[config.mk]
export PLATFORM = sky130hd
export DESIGN_NAME = gpc_port
export DESIGN_NICKNAME = d
export VERILOG_FILES = /design/src/gpc_pkg.sv /design/src/gpc_sync.sv /design/src/gpc_pin_cell.sv /design/src/gpc_port.sv
export SDC_FILE = /design/constraint.sdc
export NUM_CORES = 1
export LEC_CHECK = 0
export BUFFER_PORTS_ARGS = -buffer_cell sky130_fd_sc_hd__buf_2
export CORE_MARGIN = 4
export CORE_UTILIZATION = 44
export DETAILED_ROUTE_END_ITERATION = 6
export GPL_TIMING_DRIVEN = 0
export HOLD_SLACK_MARGIN = 0.15
export PLACE_DENSITY = 0.73
export SLEW_MARGIN = 20
export SYNTH_ARGS = -nofsm -noshare
export SYNTH_HDL_FRONTEND = slang
export SYNTH_SLANG_ARGS = --single-unit
[constraint.sdc]
create_clock -name hclk -period 1.76 [get_ports hclk]
set_input_delay 0.176 -clock hclk [delete_from_list [all_inputs] [get_ports hclk]]
set_output_delay 0.176 -clock hclk [all_outputs]
set_load 0.005 [all_outputs]
[src/gpc_pkg.sv]
// shared constants and types for the 8-bit general purpose port block
package gpc_pkg;
    localparam int GPC_PW = 8;
    localparam int GPC_AW = 8;
    // register byte addresses on the bus
    localparam logic [7:0] GPC_OFF_LATCH = 8'h00;
    localparam logic [7:0] GPC_OFF_PIN = 8'h04;
    localparam logic [7:0] GPC_OFF_DIR = 8'h08;
    localparam logic [7:0] GPC_OFF_ANA = 8'h0C;
    localparam logic [7:0] GPC_OFF_PU = 8'h10;
    localparam logic [7:0] GPC_OFF_LVL = 8'h14;
    localparam logic [7:0] GPC_OFF_OPT = 8'h18;
    // reset values, before the package mask is applied
    localparam logic [7:0] GPC_RST_LATCH = 8'h00;
    localparam logic [7:0] GPC_RST_DIR = 8'hFF;
    localparam logic [7:0] GPC_RST_ANA = 8'hFF;
    localparam logic [7:0] GPC_RST_PU = 8'hFF;
    localparam logic [7:0] GPC_RST_LVL = 8'h04;
    localparam logic GPC_RST_GPD = 1'b1;
    localparam int GPC_OPT_GPD_BIT = 0;
    // implemented bit masks per package variant, plus the analog select bit mask used by both
    localparam logic [7:0] GPC_MASK_LARGE = 8'hFF;
    localparam logic [7:0] GPC_MASK_SMALL = 8'h3F;
    localparam logic [7:0] GPC_MASK_ANA = 8'hCF;
    localparam logic [1:0] GPC_HTRANS_NONSEQ = 2'h2;
    localparam logic [1:0] GPC_HTRANS_SEQ = 2'h3;
    localparam logic GPC_HRESP_OKAY = 1'b0;
    localparam logic [31:0] GPC_ZERO_WORD = 32'h0000_0000;
    typedef enum logic [1:0] {
        GPC_ST_IDLE,
        GPC_ST_WRITE,
        GPC_ST_RD_WAIT,
        GPC_ST_RD_DONE
    } gpc_bus_e;
endpackage

[src/gpc_sync.sv]
// two-stage synchroniser for the sampled pin levels
module gpc_sync
    import gpc_pkg::*;
(
    input wire logic hclk,
    input wire logic hresetn,
    input wire logic [GPC_PW-1:0] async_in,
    output logic [GPC_PW-1:0] sync_out
);
    logic [GPC_PW-1:0] stage1;
    logic [GPC_PW-1:0] next_stage1;
    logic [GPC_PW-1:0] next_sync_out;

    always_comb begin
        next_stage1 = async_in;
        next_sync_out = stage1;
    end

    always_ff @(posedge hclk or negedge hresetn) begin
        if (!hresetn) begin
            stage1 <= 8'h00;
            sync_out <= 8'h00;
        end else begin
            stage1 <= next_stage1;
            sync_out <= next_sync_out;
        end
    end
endmodule // gpc_sync

[src/gpc_pin_cell.sv]
// pad control for one port pin: drive, pull-up, threshold and input gating
module gpc_pin_cell (
    input wire logic direction_bit,
    input wire logic latch_bit,
    input wire logic analog_select_bit,
    input wire logic pullup_bit,
    input wire logic global_pullup_disable,
    input wire logic level_bit,
    input wire logic pad_in_st,
    input wire logic pad_in_ttl,
    output logic pad_out,
    output logic pad_oe,
    output logic pullup_on,
    output logic dig_in
);
    always_comb begin
        // analog select never blocks the output driver
        pad_oe = ~direction_bit;
        pad_out = latch_bit;
        pullup_on = pullup_bit & ~global_pullup_disable
                    & direction_bit;
        // buffer off in analog mode, so reads see zero
        if (analog_select_bit) begin
            dig_in = 1'b0;
        end else begin
            dig_in = level_bit ? pad_in_st : pad_in_ttl;
        end
    end
endmodule // gpc_pin_cell

[src/gpc_port.sv]
// 8-bit general purpose port with its registers on an AHB-Lite slave
//
// Functional notes
// - software writes to the pin data address land in the output latch
// - reading pin data returns sampled pin levels, not the latch
// - small package: bits 7:6 of all registers absent, read zero
// - analog select clear keeps pin digital; bits exist for 7, 6, 3..0
// - analog select set makes analog input, digital input buffer off
// - pull-up enable bit one turns pull-up on, zero turns it off
// - global pull-up disable set keeps every pull-up off
// - pin configured as output has its pull-up forced off
// - reset loads analog select and pull-up ones, level select 0x04
// - level bit one picks Schmitt threshold, zero picks TTL threshold
// - digital reads of an analog selected pin return zero
// - direction one tri-states the pin, zero drives the latch value
// - analog selected output pin still drives its latch value
//
// The placing of the registers and the AHB-Lite register port were decided locally.
module gpc_port
    import gpc_pkg::*;
#(
    parameter bit LARGE_PACKAGE = 1'b1
) (
    input wire logic hclk,
    input wire logic hresetn,
    input wire logic hsel,
    input wire logic [31:0] haddr,
    input wire logic [1:0] htrans,
    input wire logic hwrite,
    input wire logic [2:0] hsize,
    input wire logic [31:0] hwdata,
    input wire logic hready,
    output logic hreadyout,
    output logic hresp,
    output logic [31:0] hrdata,
    input wire logic [GPC_PW-1:0] pad_in_st,
    input wire logic [GPC_PW-1:0] pad_in_ttl,
    output logic [GPC_PW-1:0] pad_out,
    output logic [GPC_PW-1:0] pad_oe,
    output logic [GPC_PW-1:0] pullup_on
);
    // per-variant masks, constants so reset values stay constant
    localparam logic [7:0] IMPL_MASK =
        LARGE_PACKAGE ? GPC_MASK_LARGE : GPC_MASK_SMALL;
    localparam logic [7:0] ANA_MASK = GPC_MASK_ANA & IMPL_MASK;

    // bits a write may change at a given register address; OPT is written from hwdata, not through this mask
    function automatic logic [7:0] write_mask(input logic [7:0] off);
        case (off)
            GPC_OFF_LATCH, GPC_OFF_PIN, GPC_OFF_DIR,
            GPC_OFF_PU, GPC_OFF_LVL: write_mask = IMPL_MASK;
            GPC_OFF_ANA: write_mask = ANA_MASK;
            default: write_mask = 8'h00;
        endcase
    endfunction

    // bus state
    gpc_bus_e state;
    gpc_bus_e next_state;
    logic [7:0] addr_q;
    logic [7:0] next_addr_q;
    logic write_q;
    logic next_write_q;
    logic [31:0] next_hrdata;
    logic take;

    // register state
    logic [7:0] port_output_latch;
    logic [7:0] port_direction;
    logic [7:0] analog_select;
    logic [7:0] pullup_enable;
    logic [7:0] input_level_select;
    logic global_pullup_disable;
    logic [7:0] next_latch;
    logic [7:0] next_dir;
    logic [7:0] next_ana;
    logic [7:0] next_pu;
    logic [7:0] next_lvl;
    logic next_gpd;

    logic [7:0] dig_in;
    logic [7:0] pin_sync;
    logic [7:0] port_pin_data;
    logic wr_en;
    logic [7:0] wmask;
    logic [7:0] wbyte;

    // only whole-word transfers are expected; hsize is not checked
    assign take = hsel & hready & (htrans == GPC_HTRANS_NONSEQ
                                   || htrans == GPC_HTRANS_SEQ);
    assign hresp = GPC_HRESP_OKAY;
    // one wait state on reads so read data sees any write just before it
    assign hreadyout = (state != GPC_ST_RD_WAIT);

    always_comb begin
        next_state = state;
        next_addr_q = addr_q;
        next_write_q = write_q;
        next_hrdata = hrdata;
        case (state)
            GPC_ST_RD_WAIT: begin
                next_state = GPC_ST_RD_DONE;
                case (addr_q)
                    GPC_OFF_LATCH: next_hrdata = {24'h000000, port_output_latch};
                    GPC_OFF_PIN: next_hrdata = {24'h000000, port_pin_data};
                    GPC_OFF_DIR: next_hrdata = {24'h000000, port_direction};
                    GPC_OFF_ANA: next_hrdata = {24'h000000, analog_select};
                    GPC_OFF_PU: next_hrdata = {24'h000000, pullup_enable};
                    GPC_OFF_LVL: next_hrdata = {24'h000000, input_level_select};
                    GPC_OFF_OPT: next_hrdata = {31'h0,
                                                global_pullup_disable};
                    default: next_hrdata = GPC_ZERO_WORD;
                endcase
            end
            GPC_ST_IDLE, GPC_ST_WRITE, GPC_ST_RD_DONE: begin
                if (take) begin
                    next_addr_q = haddr[GPC_AW-1:0];
                    next_write_q = hwrite;
                    next_state = hwrite ? GPC_ST_WRITE : GPC_ST_RD_WAIT;
                end else begin
                    next_state = GPC_ST_IDLE;
                end
            end
            default: next_state = GPC_ST_IDLE;
        endcase
    end

    always_ff @(posedge hclk or negedge hresetn) begin
        if (!hresetn) begin
            state <= GPC_ST_IDLE;
            addr_q <= 8'h00;
            write_q <= 1'b0;
            hrdata <= GPC_ZERO_WORD;
        end else begin
            state <= next_state;
            addr_q <= next_addr_q;
            write_q <= next_write_q;
            hrdata <= next_hrdata;
        end
    end

    // write data phase: register updates at the closing edge
    assign wr_en = (state == GPC_ST_WRITE);
    assign wmask = write_mask(addr_q);
    assign wbyte = hwdata[7:0] & wmask;

    always_comb begin
        next_latch = port_output_latch;
        next_dir = port_direction;
        next_ana = analog_select;
        next_pu = pullup_enable;
        next_lvl = input_level_select;
        next_gpd = global_pullup_disable;
        if (wr_en) begin
            case (addr_q)
                // pin data writes go to the latch, no separate store
                GPC_OFF_LATCH, GPC_OFF_PIN: next_latch = wbyte;
                GPC_OFF_DIR: next_dir = wbyte;
                GPC_OFF_ANA: next_ana = wbyte;
                GPC_OFF_PU: next_pu = wbyte;
                GPC_OFF_LVL: next_lvl = wbyte;
                GPC_OFF_OPT: next_gpd = hwdata[GPC_OPT_GPD_BIT];
                default: next_latch = port_output_latch;
            endcase
        end
    end

    always_ff @(posedge hclk or negedge hresetn) begin
        if (!hresetn) begin
            port_output_latch <= GPC_RST_LATCH;
            port_direction <= GPC_RST_DIR & IMPL_MASK;
            analog_select <= GPC_RST_ANA & ANA_MASK;
            pullup_enable <= GPC_RST_PU & IMPL_MASK;
            input_level_select <= GPC_RST_LVL & IMPL_MASK;
            // pull-ups stay off after reset until software allows them
            global_pullup_disable <= GPC_RST_GPD;
        end else begin
            port_output_latch <= next_latch;
            port_direction <= next_dir;
            analog_select <= next_ana;
            pullup_enable <= next_pu;
            input_level_select <= next_lvl;
            global_pullup_disable <= next_gpd;
        end
    end

    genvar gi;
    generate
        for (gi = 0; gi < GPC_PW; gi++) begin : g_pin
            gpc_pin_cell u_cell (
                .direction_bit(port_direction[gi] | ~IMPL_MASK[gi]),
                .latch_bit(port_output_latch[gi]),
                .analog_select_bit(analog_select[gi]),
                .pullup_bit(pullup_enable[gi]),
                .global_pullup_disable(global_pullup_disable),
                .level_bit(input_level_select[gi]),
                .pad_in_st(pad_in_st[gi]),
                .pad_in_ttl(pad_in_ttl[gi]),
                .pad_out(pad_out[gi]),
                .pad_oe(pad_oe[gi]),
                .pullup_on(pullup_on[gi]),
                .dig_in(dig_in[gi])
            );
        end
    endgenerate

    gpc_sync u_sync (
        .hclk(hclk),
        .hresetn(hresetn),
        .async_in(dig_in),
        .sync_out(pin_sync)
    );

    // analog pins read zero at once, not after the sync delay
    assign port_pin_data = pin_sync & ~analog_select
                           & IMPL_MASK;

    a_latch_write: assert property (@(posedge hclk) disable iff (!hresetn)
        (wr_en && (addr_q == GPC_OFF_PIN || addr_q == GPC_OFF_LATCH))
        |=> port_output_latch == ($past(hwdata[7:0]) & IMPL_MASK))
        else $error("latch not loaded by data write");

    a_pin_read: assert property (@(posedge hclk) disable iff (!hresetn)
        (state == GPC_ST_RD_WAIT && addr_q == GPC_OFF_PIN)
        |=> hreadyout && hrdata[7:0] == $past(port_pin_data))
        else $error("pin read returned wrong value");

    a_unimpl_zero: assert property (@(posedge hclk) disable iff (!hresetn)
        ((port_output_latch | port_direction | pullup_enable
          | input_level_select | analog_select) & ~IMPL_MASK) == 8'h00
        && (analog_select & ~ANA_MASK) == 8'h00)
        else $error("unimplemented bit set");

    a_analog_read: assert property (@(posedge hclk) disable iff (!hresetn)
        (port_pin_data & analog_select) == 8'h00)
        else $error("analog pin read as one");

    a_pullup_gate: assert property (@(posedge hclk) disable iff (!hresetn)
        pullup_on == (pullup_enable & port_direction & IMPL_MASK
                      & {GPC_PW{~global_pullup_disable}}))
        else $error("pull-up state wrong");

    a_pullup_output: assert property (@(posedge hclk) disable iff (!hresetn)
        (pullup_on & pad_oe) == 8'h00)
        else $error("pull-up on while driving");

    a_pin_drive: assert property (@(posedge hclk) disable iff (!hresetn)
        pad_oe == (~port_direction & IMPL_MASK)
        && ((pad_out ^ port_output_latch) & pad_oe) == 8'h00)
        else $error("pin drive wrong");

    // first edge after release still sees reset: the flops held zero there
    a_sync_delay: assert property (@(posedge hclk) disable iff (!hresetn)
        hresetn |-> ##2 pin_sync == $past(dig_in, 2))
        else $error("pin sample not two edges late");

    a_read_wait: assert property (@(posedge hclk) disable iff (!hresetn)
        (take && !hwrite) |=> !hreadyout ##1 hreadyout)
        else $error("read wait state wrong");

    a_level_select: assert property (@(posedge hclk) disable iff (!hresetn)
        ((dig_in ^ pad_in_st) & input_level_select & ~analog_select) == 8'h00)
        else $error("schmitt input not used");

    a_reset_vals: assert property (@(posedge hclk)
        $rose(hresetn) |-> analog_select == (GPC_RST_ANA & ANA_MASK)
        && pullup_enable == (GPC_RST_PU & IMPL_MASK)
        && input_level_select == (GPC_RST_LVL & IMPL_MASK))
        else $error("reset value wrong");
endmodule // gpc_port

Word-level counts from Yosys, hierarchy flattened
Cells that the tools add are included.
- input bits: 90
- logic and storage cells: 87
- bits in registers: 99
- bitwise operators: 30
- reduce and logical (&&, ||, !) cells: 13
- muxes and demuxes: 21
- equality and inequality tests: 12
- operators with widths (cell ; number):
    $pmux W8 S7 ; 1
    $eq A8 B5 Y1 const B ; 3
    $and A1 B1 Y1 ; 18
    $and A8 B8 Y8 ; 2
    $eq A8 B4 Y1 const B ; 2
    $mux W1 ; 16
    $pmux W8 S2 ; 1
    $reduce_and A2 Y1 ; 7
    $not A1 Y1 ; 9
    $eq A2 B2 Y1 const B ; 4
    $eq A8 B3 Y1 const B ; 1
    $logic_not A8 Y1 ; 1
    $not A8 Y8 ; 1
    $reduce_or A5 Y1 ; 1
    $mux W2 ; 2
    $pmux W2 S2 ; 1
    $reduce_or A3 Y1 ; 1
    $eq A2 B1 Y1 const B ; 1
    $logic_not A2 Y1 ; 1
    $ne A2 B2 Y1 const B ; 1
    $reduce_or A2 Y1 ; 1
    $logic_or A1 B1 Y1 ; 1

Depth between registers and ports, before layout
Gate-level depths: netlist of run 1.
- word-level depth: 5
- mapped depth: 6
- mapped depth without buffers: 6

Hierarchy
A second synthesis of run 1 with hierarchy kept.
- cells, all modules: 332
- area total of the unflattened synthesis: 3701.0 sq um
- modules (own cells, without submodules) (module ; cells an instance ; sequential area each (sq um) ; area an instance (sq um) ; instances):
    gpc_port ; 276 ; 1506.4 ; 3000.4 ; 1
    gpc_sync ; 16 ; 400.4 ; 400.4 ; 1
    gpc_pin_cell ; 5 ; 0.0 ; 37.5 ; 8

Worst setup path before layout of run 1
OpenSTA, ideal clock, no wires.
- kind: register -> register
- start: reg addr_q[6]
- end: reg port_direction[2]
- path slack: -20 ps
- path buffers: 1
- arrival: 1702 ps
- cell stages (with the launch flop): 6
- data required time: 1681 ps
- cells stage by stage: dfrtp_1 or4_4 nor4b_4 nand2_1 buf_2 o21ai_0
- longest elaborated chain between the ends: 4
- ends and longest elaborated chain (item ; RTL line ; text):
    start, declared ; gpc_port.sv:60 ; logic [7:0] addr_q;
    start signal, assigned ; gpc_port.sv:136 ; addr_q <= next_addr_q;
    $eq A8 B3 Y1 (tied with other cells) ; gpc_port.sv:49 ; case (off)
    $reduce_or A5 Y1 ; gpc_port.sv:49 ;
    $pmux W8 S2 ; gpc_port.sv:49 ;
    $and A8 B8 Y8 ; gpc_port.sv:145 ; assign wbyte = hwdata[7:0] & wmask;
    end signal, assigned ; gpc_port.sv:171 ; port_direction <= GPC_RST_DIR & IMPL_MASK;
    end signal, assigned ; gpc_port.sv:179 ; port_direction <= next_dir;
    end, declared ; gpc_port.sv:69 ; logic [7:0] port_direction;
Parallel ways exist; a longest one is shown, timed or not.
A chain may end at the register's enable or synchronous reset.

Final worst setup path of run 1
- start: reg addr_q[6]
- end: reg analog_select[5]
- longest elaborated chain between the ends: 4
- ends and longest elaborated chain (item ; RTL line ; text):
    $eq A8 B3 Y1 (tied with other cells) ; gpc_port.sv:49 ;
    $reduce_or A5 Y1 ; gpc_port.sv:49 ;
    $pmux W8 S2 ; gpc_port.sv:49 ;
    $and A8 B8 Y8 ; gpc_port.sv:145 ;
    end signal, assigned ; gpc_port.sv:172 ; analog_select <= GPC_RST_ANA & ANA_MASK;
    end signal, assigned ; gpc_port.sv:180 ; analog_select <= next_ana;
    end, declared ; gpc_port.sv:70 ; logic [7:0] analog_select;
Parallel ways exist; a longest one is shown, timed or not.

==> flow_metrics.py, run 1 <==
metrics = {
    "outcome": {
        "status": "finished, violations left",
        "violations": "setup timing",
    },
    "timing": {
        "whs_ps": 164,
        "setup_ws_ps": -252,
        "rsz0062_at_grt": "true",
        "setup_viol_count_final": 43,
        "fin_crit_sh_pct": 114,
        "fin_skew_ps": 7.82,
        "relSlewSlack_pct": 57.2,
        "tns_ps": -5740,
        "report.final.slew_viol_count": 0,
        "fmax_ghz": 0.497,
        "worstMarginPinSlew_ps": 640,
        "timing_hold_violations_final": 0,
        "period_needed_ps": 2010,
    },
    "routing": {
        "drtPass1Iterations": 5,
        "routed_wl_mm": 10.8,
        "detail_route.wl_per_cell_um": 16.7,
        "viasPerCell": 5.14,
        "first_iter_violations": 354,
        "drc": 0,
        "vias": 3334,
        "ant_nets": 0,
    },
    "power_and_ir_drop": {
        "intPower_uw": 4390,
        "p_clk_share_pct": 21.6,
        "ir_drop_mv": 0.749,
        "switching_power_uw": 2230,
        "combPwrFrac_pct": 37.0,
        "power_leakage_uw": 0.00278,
        "power_density_mw_per_mm2": 1210,
        "power.share.sequential_pct": 41.4,
        "swShare_pct": 33.6,
    },
    "logic_synthesis": {
        "synth_xor_area_share_pct": 0,
        "synthSimpleGateAreaFrac_pct": 15.2,
        "synth-seq-cells": 75,
        "ys_warn_count": 0,
        "synth_top_family_by_area": "simple AND/OR/NAND/NOR gates",
        "syn_area_mm2": 0.00372,
        "postSynthAreaPerCell_um2": 10.0,
        "syn_inst": 371,
        "ys_async_sr_fraction_pct": 100,
        "synth_compound_area_share_pct": 9.76,
        "synth_edf_count": 0,
        "ys_types": 40,
        "synth_fa_ha_area_share_pct": 0,
        "synth.area.mux_share_pct": 10.6,
        "seq_area_frac_synth_pct": 51.3,
        "ys.flop_type": "dfrtp_1",
    },
    "worst_setup_path": {
        "crit_chain": "or4_4, nor4b_4, nand3_2, buf_6, and2_4",
        "worstPathRequired_ps": 2000,
        "path_class": "flip-flop to flip-flop",
        "end_kind": "flip-flop",
        "cp_slowest_cell": "or4_4",
        "crit_arrival_ps": 2250,
        "crit_fanout": 4,
        "cp-start-kind": "flip-flop",
        "max_stage_delay_ps": 580,
    },
    "floorplanning": {
        "die-area_mm2": 0.00998,
        "die-width_um": 99.9,
        "core_area_mm2": 0.00822,
        "num_rows": 33,
        "die_y_um": 99.9,
        "start_util_pct": 45.2,
        "ios": 148,
    },
    "placement": {
        "dpl.hpwl_mm": 6.63,
        "portBuffers": 70,
        "place_inst": 571,
        "place.gp.congestion": 0.852,
    },
    "global_routing": {
        "grt_usage_pct": 20.1,
        "grt_pass1_vias": 3165,
        "grt_max_degree": 63,
        "antenna_found_initial": 0,
        "grt_pass1_wl_mm": 15.6,
        "grt_overflow": 0,
    },
    "clock_network": {
        "clock_latency_ps": 350,
        "cts_buffers": 9,
        "cts_max_path_buffers": 2,
        "tritoncts": "done",
        "cts_sinks": 75,
        "clk_pin_slew_ps": 80,
        "root_buffer": "clkbuf_8",
        "htreeDepth": 3,
    },
    "worst_hold_path": {
        "hold_path_class": "input port to flip-flop",
    },
    "final_layout": {
        "num-fill-cells": 615,
        "multi_input_area_mm2": 0.00168,
        "n_antenna_cell": 0,
        "area_delta_synth_final_pct": 47.3,
        "final-seq-area_mm2": 0.00191,
        "final_cells": 649,
        "drive_above_1_share_pct": 48.7,
        "layout.nets": 629,
    },
    "job": {
        "drv_cap": 0,
    },
}
## placed cells by master, fill, tap and decap left out, types with 3 or more instances in the layout
cell	instances
mux2_2	20
o21ai_0	12
nor2_1	22
buf_2	70
a31oi_1	4
nand2_1	44
nand2_2	6
nand3_2	3
o21bai_1	3
mux2i_1	17
nand2_8	5
nand3_1	5
nand3b_1	5
nor3_1	3
conb_1	25
buf_6	11
o21ai_1	16
nand4b_1	4
dlygate4sd3_1	35
dfstp_2	24
clkbuf_2	6
buf_4	68
clkbuf_1	3
o21ai_2	15
buf_12	4
nand2_4	3
dfrtp_1	49
inv_1	15
a22oi_1	3
clkbuf_8	9
## worst paths after layout
path	slack, ps	cells after the start	start	end
min reg2reg	350	0	u_sync.next_sync_out[1]	u_sync.sync_out[1]
min in group asynchronous	220	2	hresetn	u_sync.sync_out[3]
min	160	3	htrans[1]	state[1]
max in group asynchronous	940	3	hresetn	pullup_enable[5]
max	-250	5	addr_q[6]	analog_select[5]
max reg2reg	-250	5	addr_q[6]	analog_select[5]
## worst max-delay path: cells and delay by family (launching register included)
kind,cells,cell delay [ps]
buf+inv,1,200
simple gates,4,1320
flops,1,390
## cells in the mapped netlist (2+ instances only)
cell       n  area [um2]
a31oi_1    4        25.0
nand3b_1   5        37.5
nand4_1    2        12.5
a32oi_1    2        17.5
dfrtp_1   51        1280
o21ai_0   41         205
o21ai_1    2        10.0
inv_1     15        56.3
nor3_1     4        20.0
nand2_1   57         214
mux2_2    20         225
nand4b_1   4        35.0
nand3_1    8        40.0
buf_2      3        15.0
mux2i_1   17         170
clkbuf_1  11        41.3
buf_4     49         368
a221o_1    2        20.0
nor2b_1    3        18.8
dfstp_2   24         631
a22oi_1    3        22.5
o21bai_1   3        22.5
nor2_1    24        90.1
## flip-flops by register name, summed over array words and instances, names as in the netlist
| signal | cells |
|---|---|
| input_level_select | 8 |
| port_direction | 8 |
| u_sync.sync_out | 8 |
| addr_q | 8 |
| pullup_enable | 8 |
| analog_select | 8 |
| global_pullup_disable | 1 |
| u_sync.next_sync_out | 8 |
| state | 2 |
| hrdata | 8 |
| port_output_latch | 8 |
## metal layers
layer | share of wire [%] | global-route usage (%)
met2 | 49 | 32.5
met1 | 41 | 26.4
met5 | 0 | 0
met3 | 7.5 | 4.10
met4 | 2.1 | 8.09
## per-stage QoR
stage / util [%] / cell area, um2 / total power (uW) / worst slack (ps)
global route: 66.6 / 5470 / 6970 / -303
detailed placement: 52.6 / 4320 / 4620 / -752
finish: 66.6 / 5470 / 6620 / -252
CTS: 61.8 / 5080 / 6290 / -207
global placement: 52.3 / 4290 / 4530 / -724
floorplan: - / 3810 / 3900 / -20.5
## area by class of cell
cell class,count,share of cell area (%)
timing repair buffer,135,18.8
clock inverter,5,1.42
sequential,75,34.9
inverter,15,1.03
buffer,62,8.32
clock buffer,11,2.40
multi-input combinational,241,30.8
tap,105,2.40
## power groups by stage
| stage | clock (uW) | sequential, uW | combinational [uW] |
|---|---|---|---|
| floorplan | 0 | 2570 | 1340 |
| global placement | 0 | 2660 | 1860 |
| detailed placement | 0 | 2690 | 1930 |
| CTS | 1440 | 2730 | 2120 |
| global route | 1510 | 2800 | 2660 |
| finish | 1430 | 2740 | 2450 |
## timing repair
| item | 4_1_cts | 5_1_grt |
|---|---|---|
| pin swaps | 12 | 17 |
| hold buffers | 35 | 0 |
| hold endpoints to repair | 92 | 0 |
| resized for setup | 40 | 83 |
| endpoints found under the setup margin | 57 | 45 |
| buffers inserted | 13 | 14 |
| cloned | 0 | 2 |
## logic make-up (layout without fill, tap and decap cells)
kind of cell           after synthesis  in the layout
flip-flops                          75             75
AND/OR/NAND/NOR                    117            117
multiplexers                        37             37
AO/OA/AOI/OAI                       62             62
other                                1             25
buffers and inverters               79            228
Note: power is estimated with default switching activity, not from simulation.
==> run 2, diff against run 1 <==
Settings changed: PLACE_DENSITY 0.73 to unset, PLACE_DENSITY_LB_ADDON set to 0.12.
==> flow_metrics.py, run 2 (synthesis results as in run 1) <==
metrics = {
    "outcome": {
        "status": "finished, violations left",
        "violations": "setup timing",
    },
    "routing": {
        "first_iter_violations": 188,
        "routed_wl_mm": 10.3,
        "vias": 3202,
        "detail_route.wl_per_cell_um": 16.0,
        "wl_met3_um": 698,
        "drc": 0,
        "ant_nets": 0,
        "viasPerCell": 4.96,
        "wl_met1_mm": 4.38,
        "drtPass1Iterations": 4,
        "wl_met2_mm": 5.09,
        "top_layer_used": "met4",
    },
    "timing": {
        "period_needed_ps": 1940,
        "fin_skew_ps": 5.18,
        "timing_hold_violations_final": 0,
        "relSlewSlack_pct": 57.4,
        "tns_ps": -4470,
        "setup_ws_ps": -176,
        "fin_crit_sh_pct": 110,
        "setup_viol_count_final": 41,
        "rsz0062_at_grt": "true",
        "worstMarginPinSlew_ps": 636,
        "fmax_ghz": 0.516,
        "report.final.slew_viol_count": 0,
    },
    "clock_network": {
        "cts_buffers": 9,
        "tritoncts": "done",
        "clk_pin_slew_ps": 80,
        "clock_latency_ps": 350,
        "root_buffer": "clkbuf_8",
        "htreeDepth": 3,
        "cts_max_path_buffers": 2,
        "cts_sinks": 75,
    },
    "worst_setup_path": {
        "rrSetupSlack_ps": -180,
        "crit_arrival_ps": 2220,
        "cp-start-kind": "flip-flop",
        "worstPathRequired_ps": 2050,
        "end_kind": "flip-flop",
        "crit_fanout": 4,
        "path_class": "flip-flop to flip-flop",
    },
    "power_and_ir_drop": {
        "power_leakage_uw": 0.00277,
        "ir_drop_mv": 0.663,
        "power_density_mw_per_mm2": 1170,
        "total_power_uw": 6360,
        "combPwrFrac_pct": 37.7,
        "swShare_pct": 34.1,
        "p_clk_share_pct": 18.9,
        "intPower_uw": 4200,
        "power.share.sequential_pct": 43.4,
        "switching_power_uw": 2170,
    },
    "final_layout": {
        "drive_above_1_share_pct": 50.8,
        "design_area_mm2": 0.00544,
        "layout.nets": 626,
        "layout_common_cells": "buf_2, buf_4, dfrtp_1",
        "final_common_cell": "buf_2",
        "final_util_pct": 66.2,
        "area_delta_synth_final_pct": 46.3,
        "final_cells": 646,
        "n_antenna_cell": 0,
    },
    "worst_hold_path": {
        "hold_path_class": "input port to flip-flop",
    },
    "placement": {
        "place.gp.congestion": 0.866,
        "place_inst": 571,
        "dpl.hpwl_mm": 6.59,
        "placed_area_mm2": 0.00432,
        "portBuffers": 70,
    },
    "global_routing": {
        "grt_pass1_vias": 3159,
        "antenna_found_initial": 0,
        "grt_overflow": 0,
        "grt_pass1_wl_mm": 16.3,
        "grt_usage_pct": 21.2,
        "grt_max_degree": 59,
    },
    "floorplanning": {
        "num_rows": 33,
        "die-width_um": 99.9,
        "ios": 148,
        "die-area_mm2": 0.00998,
        "die_y_um": 99.9,
        "core_area_mm2": 0.00822,
        "start_util_pct": 45.2,
    },
    "job": {
        "drv_cap": 0,
    },
}
[run 2: cell types whose count changed in the layout (fill, tap and decap cells not counted), sizes merged]
cell / previous run / this run
clkinvlp: 1 / 0
dlygate4sd3: 35 / 34
bufinv: 2 / 0
clkbuf: 19 / 21
buf: 154 / 153
[run 2: critical path: stages, from the launching register on]
cell     delay, ps
dfrtp_1        390
or4_4          580
buf_6          150
buf_6          110
nor4_4         160
nand2_2        160
a31oi_1        180
a221o_1        130
[run 2: final cells by class]
class / count / area [um2]
Buffer: 62 / 460
Clock buffer: 14 / 163
Clock inverter: 2 / 10.0
Fill cell: 657 / 2780
Inverter: 15 / 56.3
Multi-Input combinational cell: 241 / 1730
Sequential cell: 75 / 1910
Tap cell: 105 / 131
Timing Repair Buffer: 132 / 973
[run 2: power by group through the flow]
| stage | combinational [uW] | clock (uW) | sequential, uW |
|---|---|---|---|
| floorplan | 1340 | 0 | 2570 |
| global placement | 1880 | 0 | 2670 |
| detailed placement | 1920 | 0 | 2690 |
| CTS | 2260 | 1210 | 2760 |
| global route | 2640 | 1280 | 2840 |
| finish | 2400 | 1200 | 2760 |
[run 2: repair_timing]
action,CTS,global route
pin swaps,28,11
resized for setup,110,33
hold buffers,34,0
setup buffers,17,9
gates cloned,2,0
endpoints found under the setup margin,57,48
hold endpoints to repair,108,0
[run 2: per-layer routing]
layer  vias up  global-route usage (%)
met5         -                       0
met4         0                    7.67
met3        13                    3.61
met2       114                    34.5
met1      1546                    28.5
li1       1529                       -
[run 2: per-stage QoR]
| stage | setup slack (ps) | hold WS [ps] |
|---|---|---|
| detailed placement | -826 | 63.9 |
| global route | -259 | 179 |
| global placement | -786 | 333 |
| finish | -176 | 146 |
| CTS | -239 | 153 |
| floorplan | -20.5 | -120 |
[run 2: path summary, 6_finish.rpt]
check                                              from            endpoint  cells past startpoint
worst min register to register  u_sync.next_sync_out[7]  u_sync.sync_out[7]                      0
worst min-delay path                             hready            state[1]                      3
worst max register to register                addr_q[1]           hrdata[2]                      7
worst max-delay path                          addr_q[1]           hrdata[2]                      7
max in group asynchronous                       hresetn    analog_select[3]                      3
min in group asynchronous                       hresetn           addr_q[7]                      2
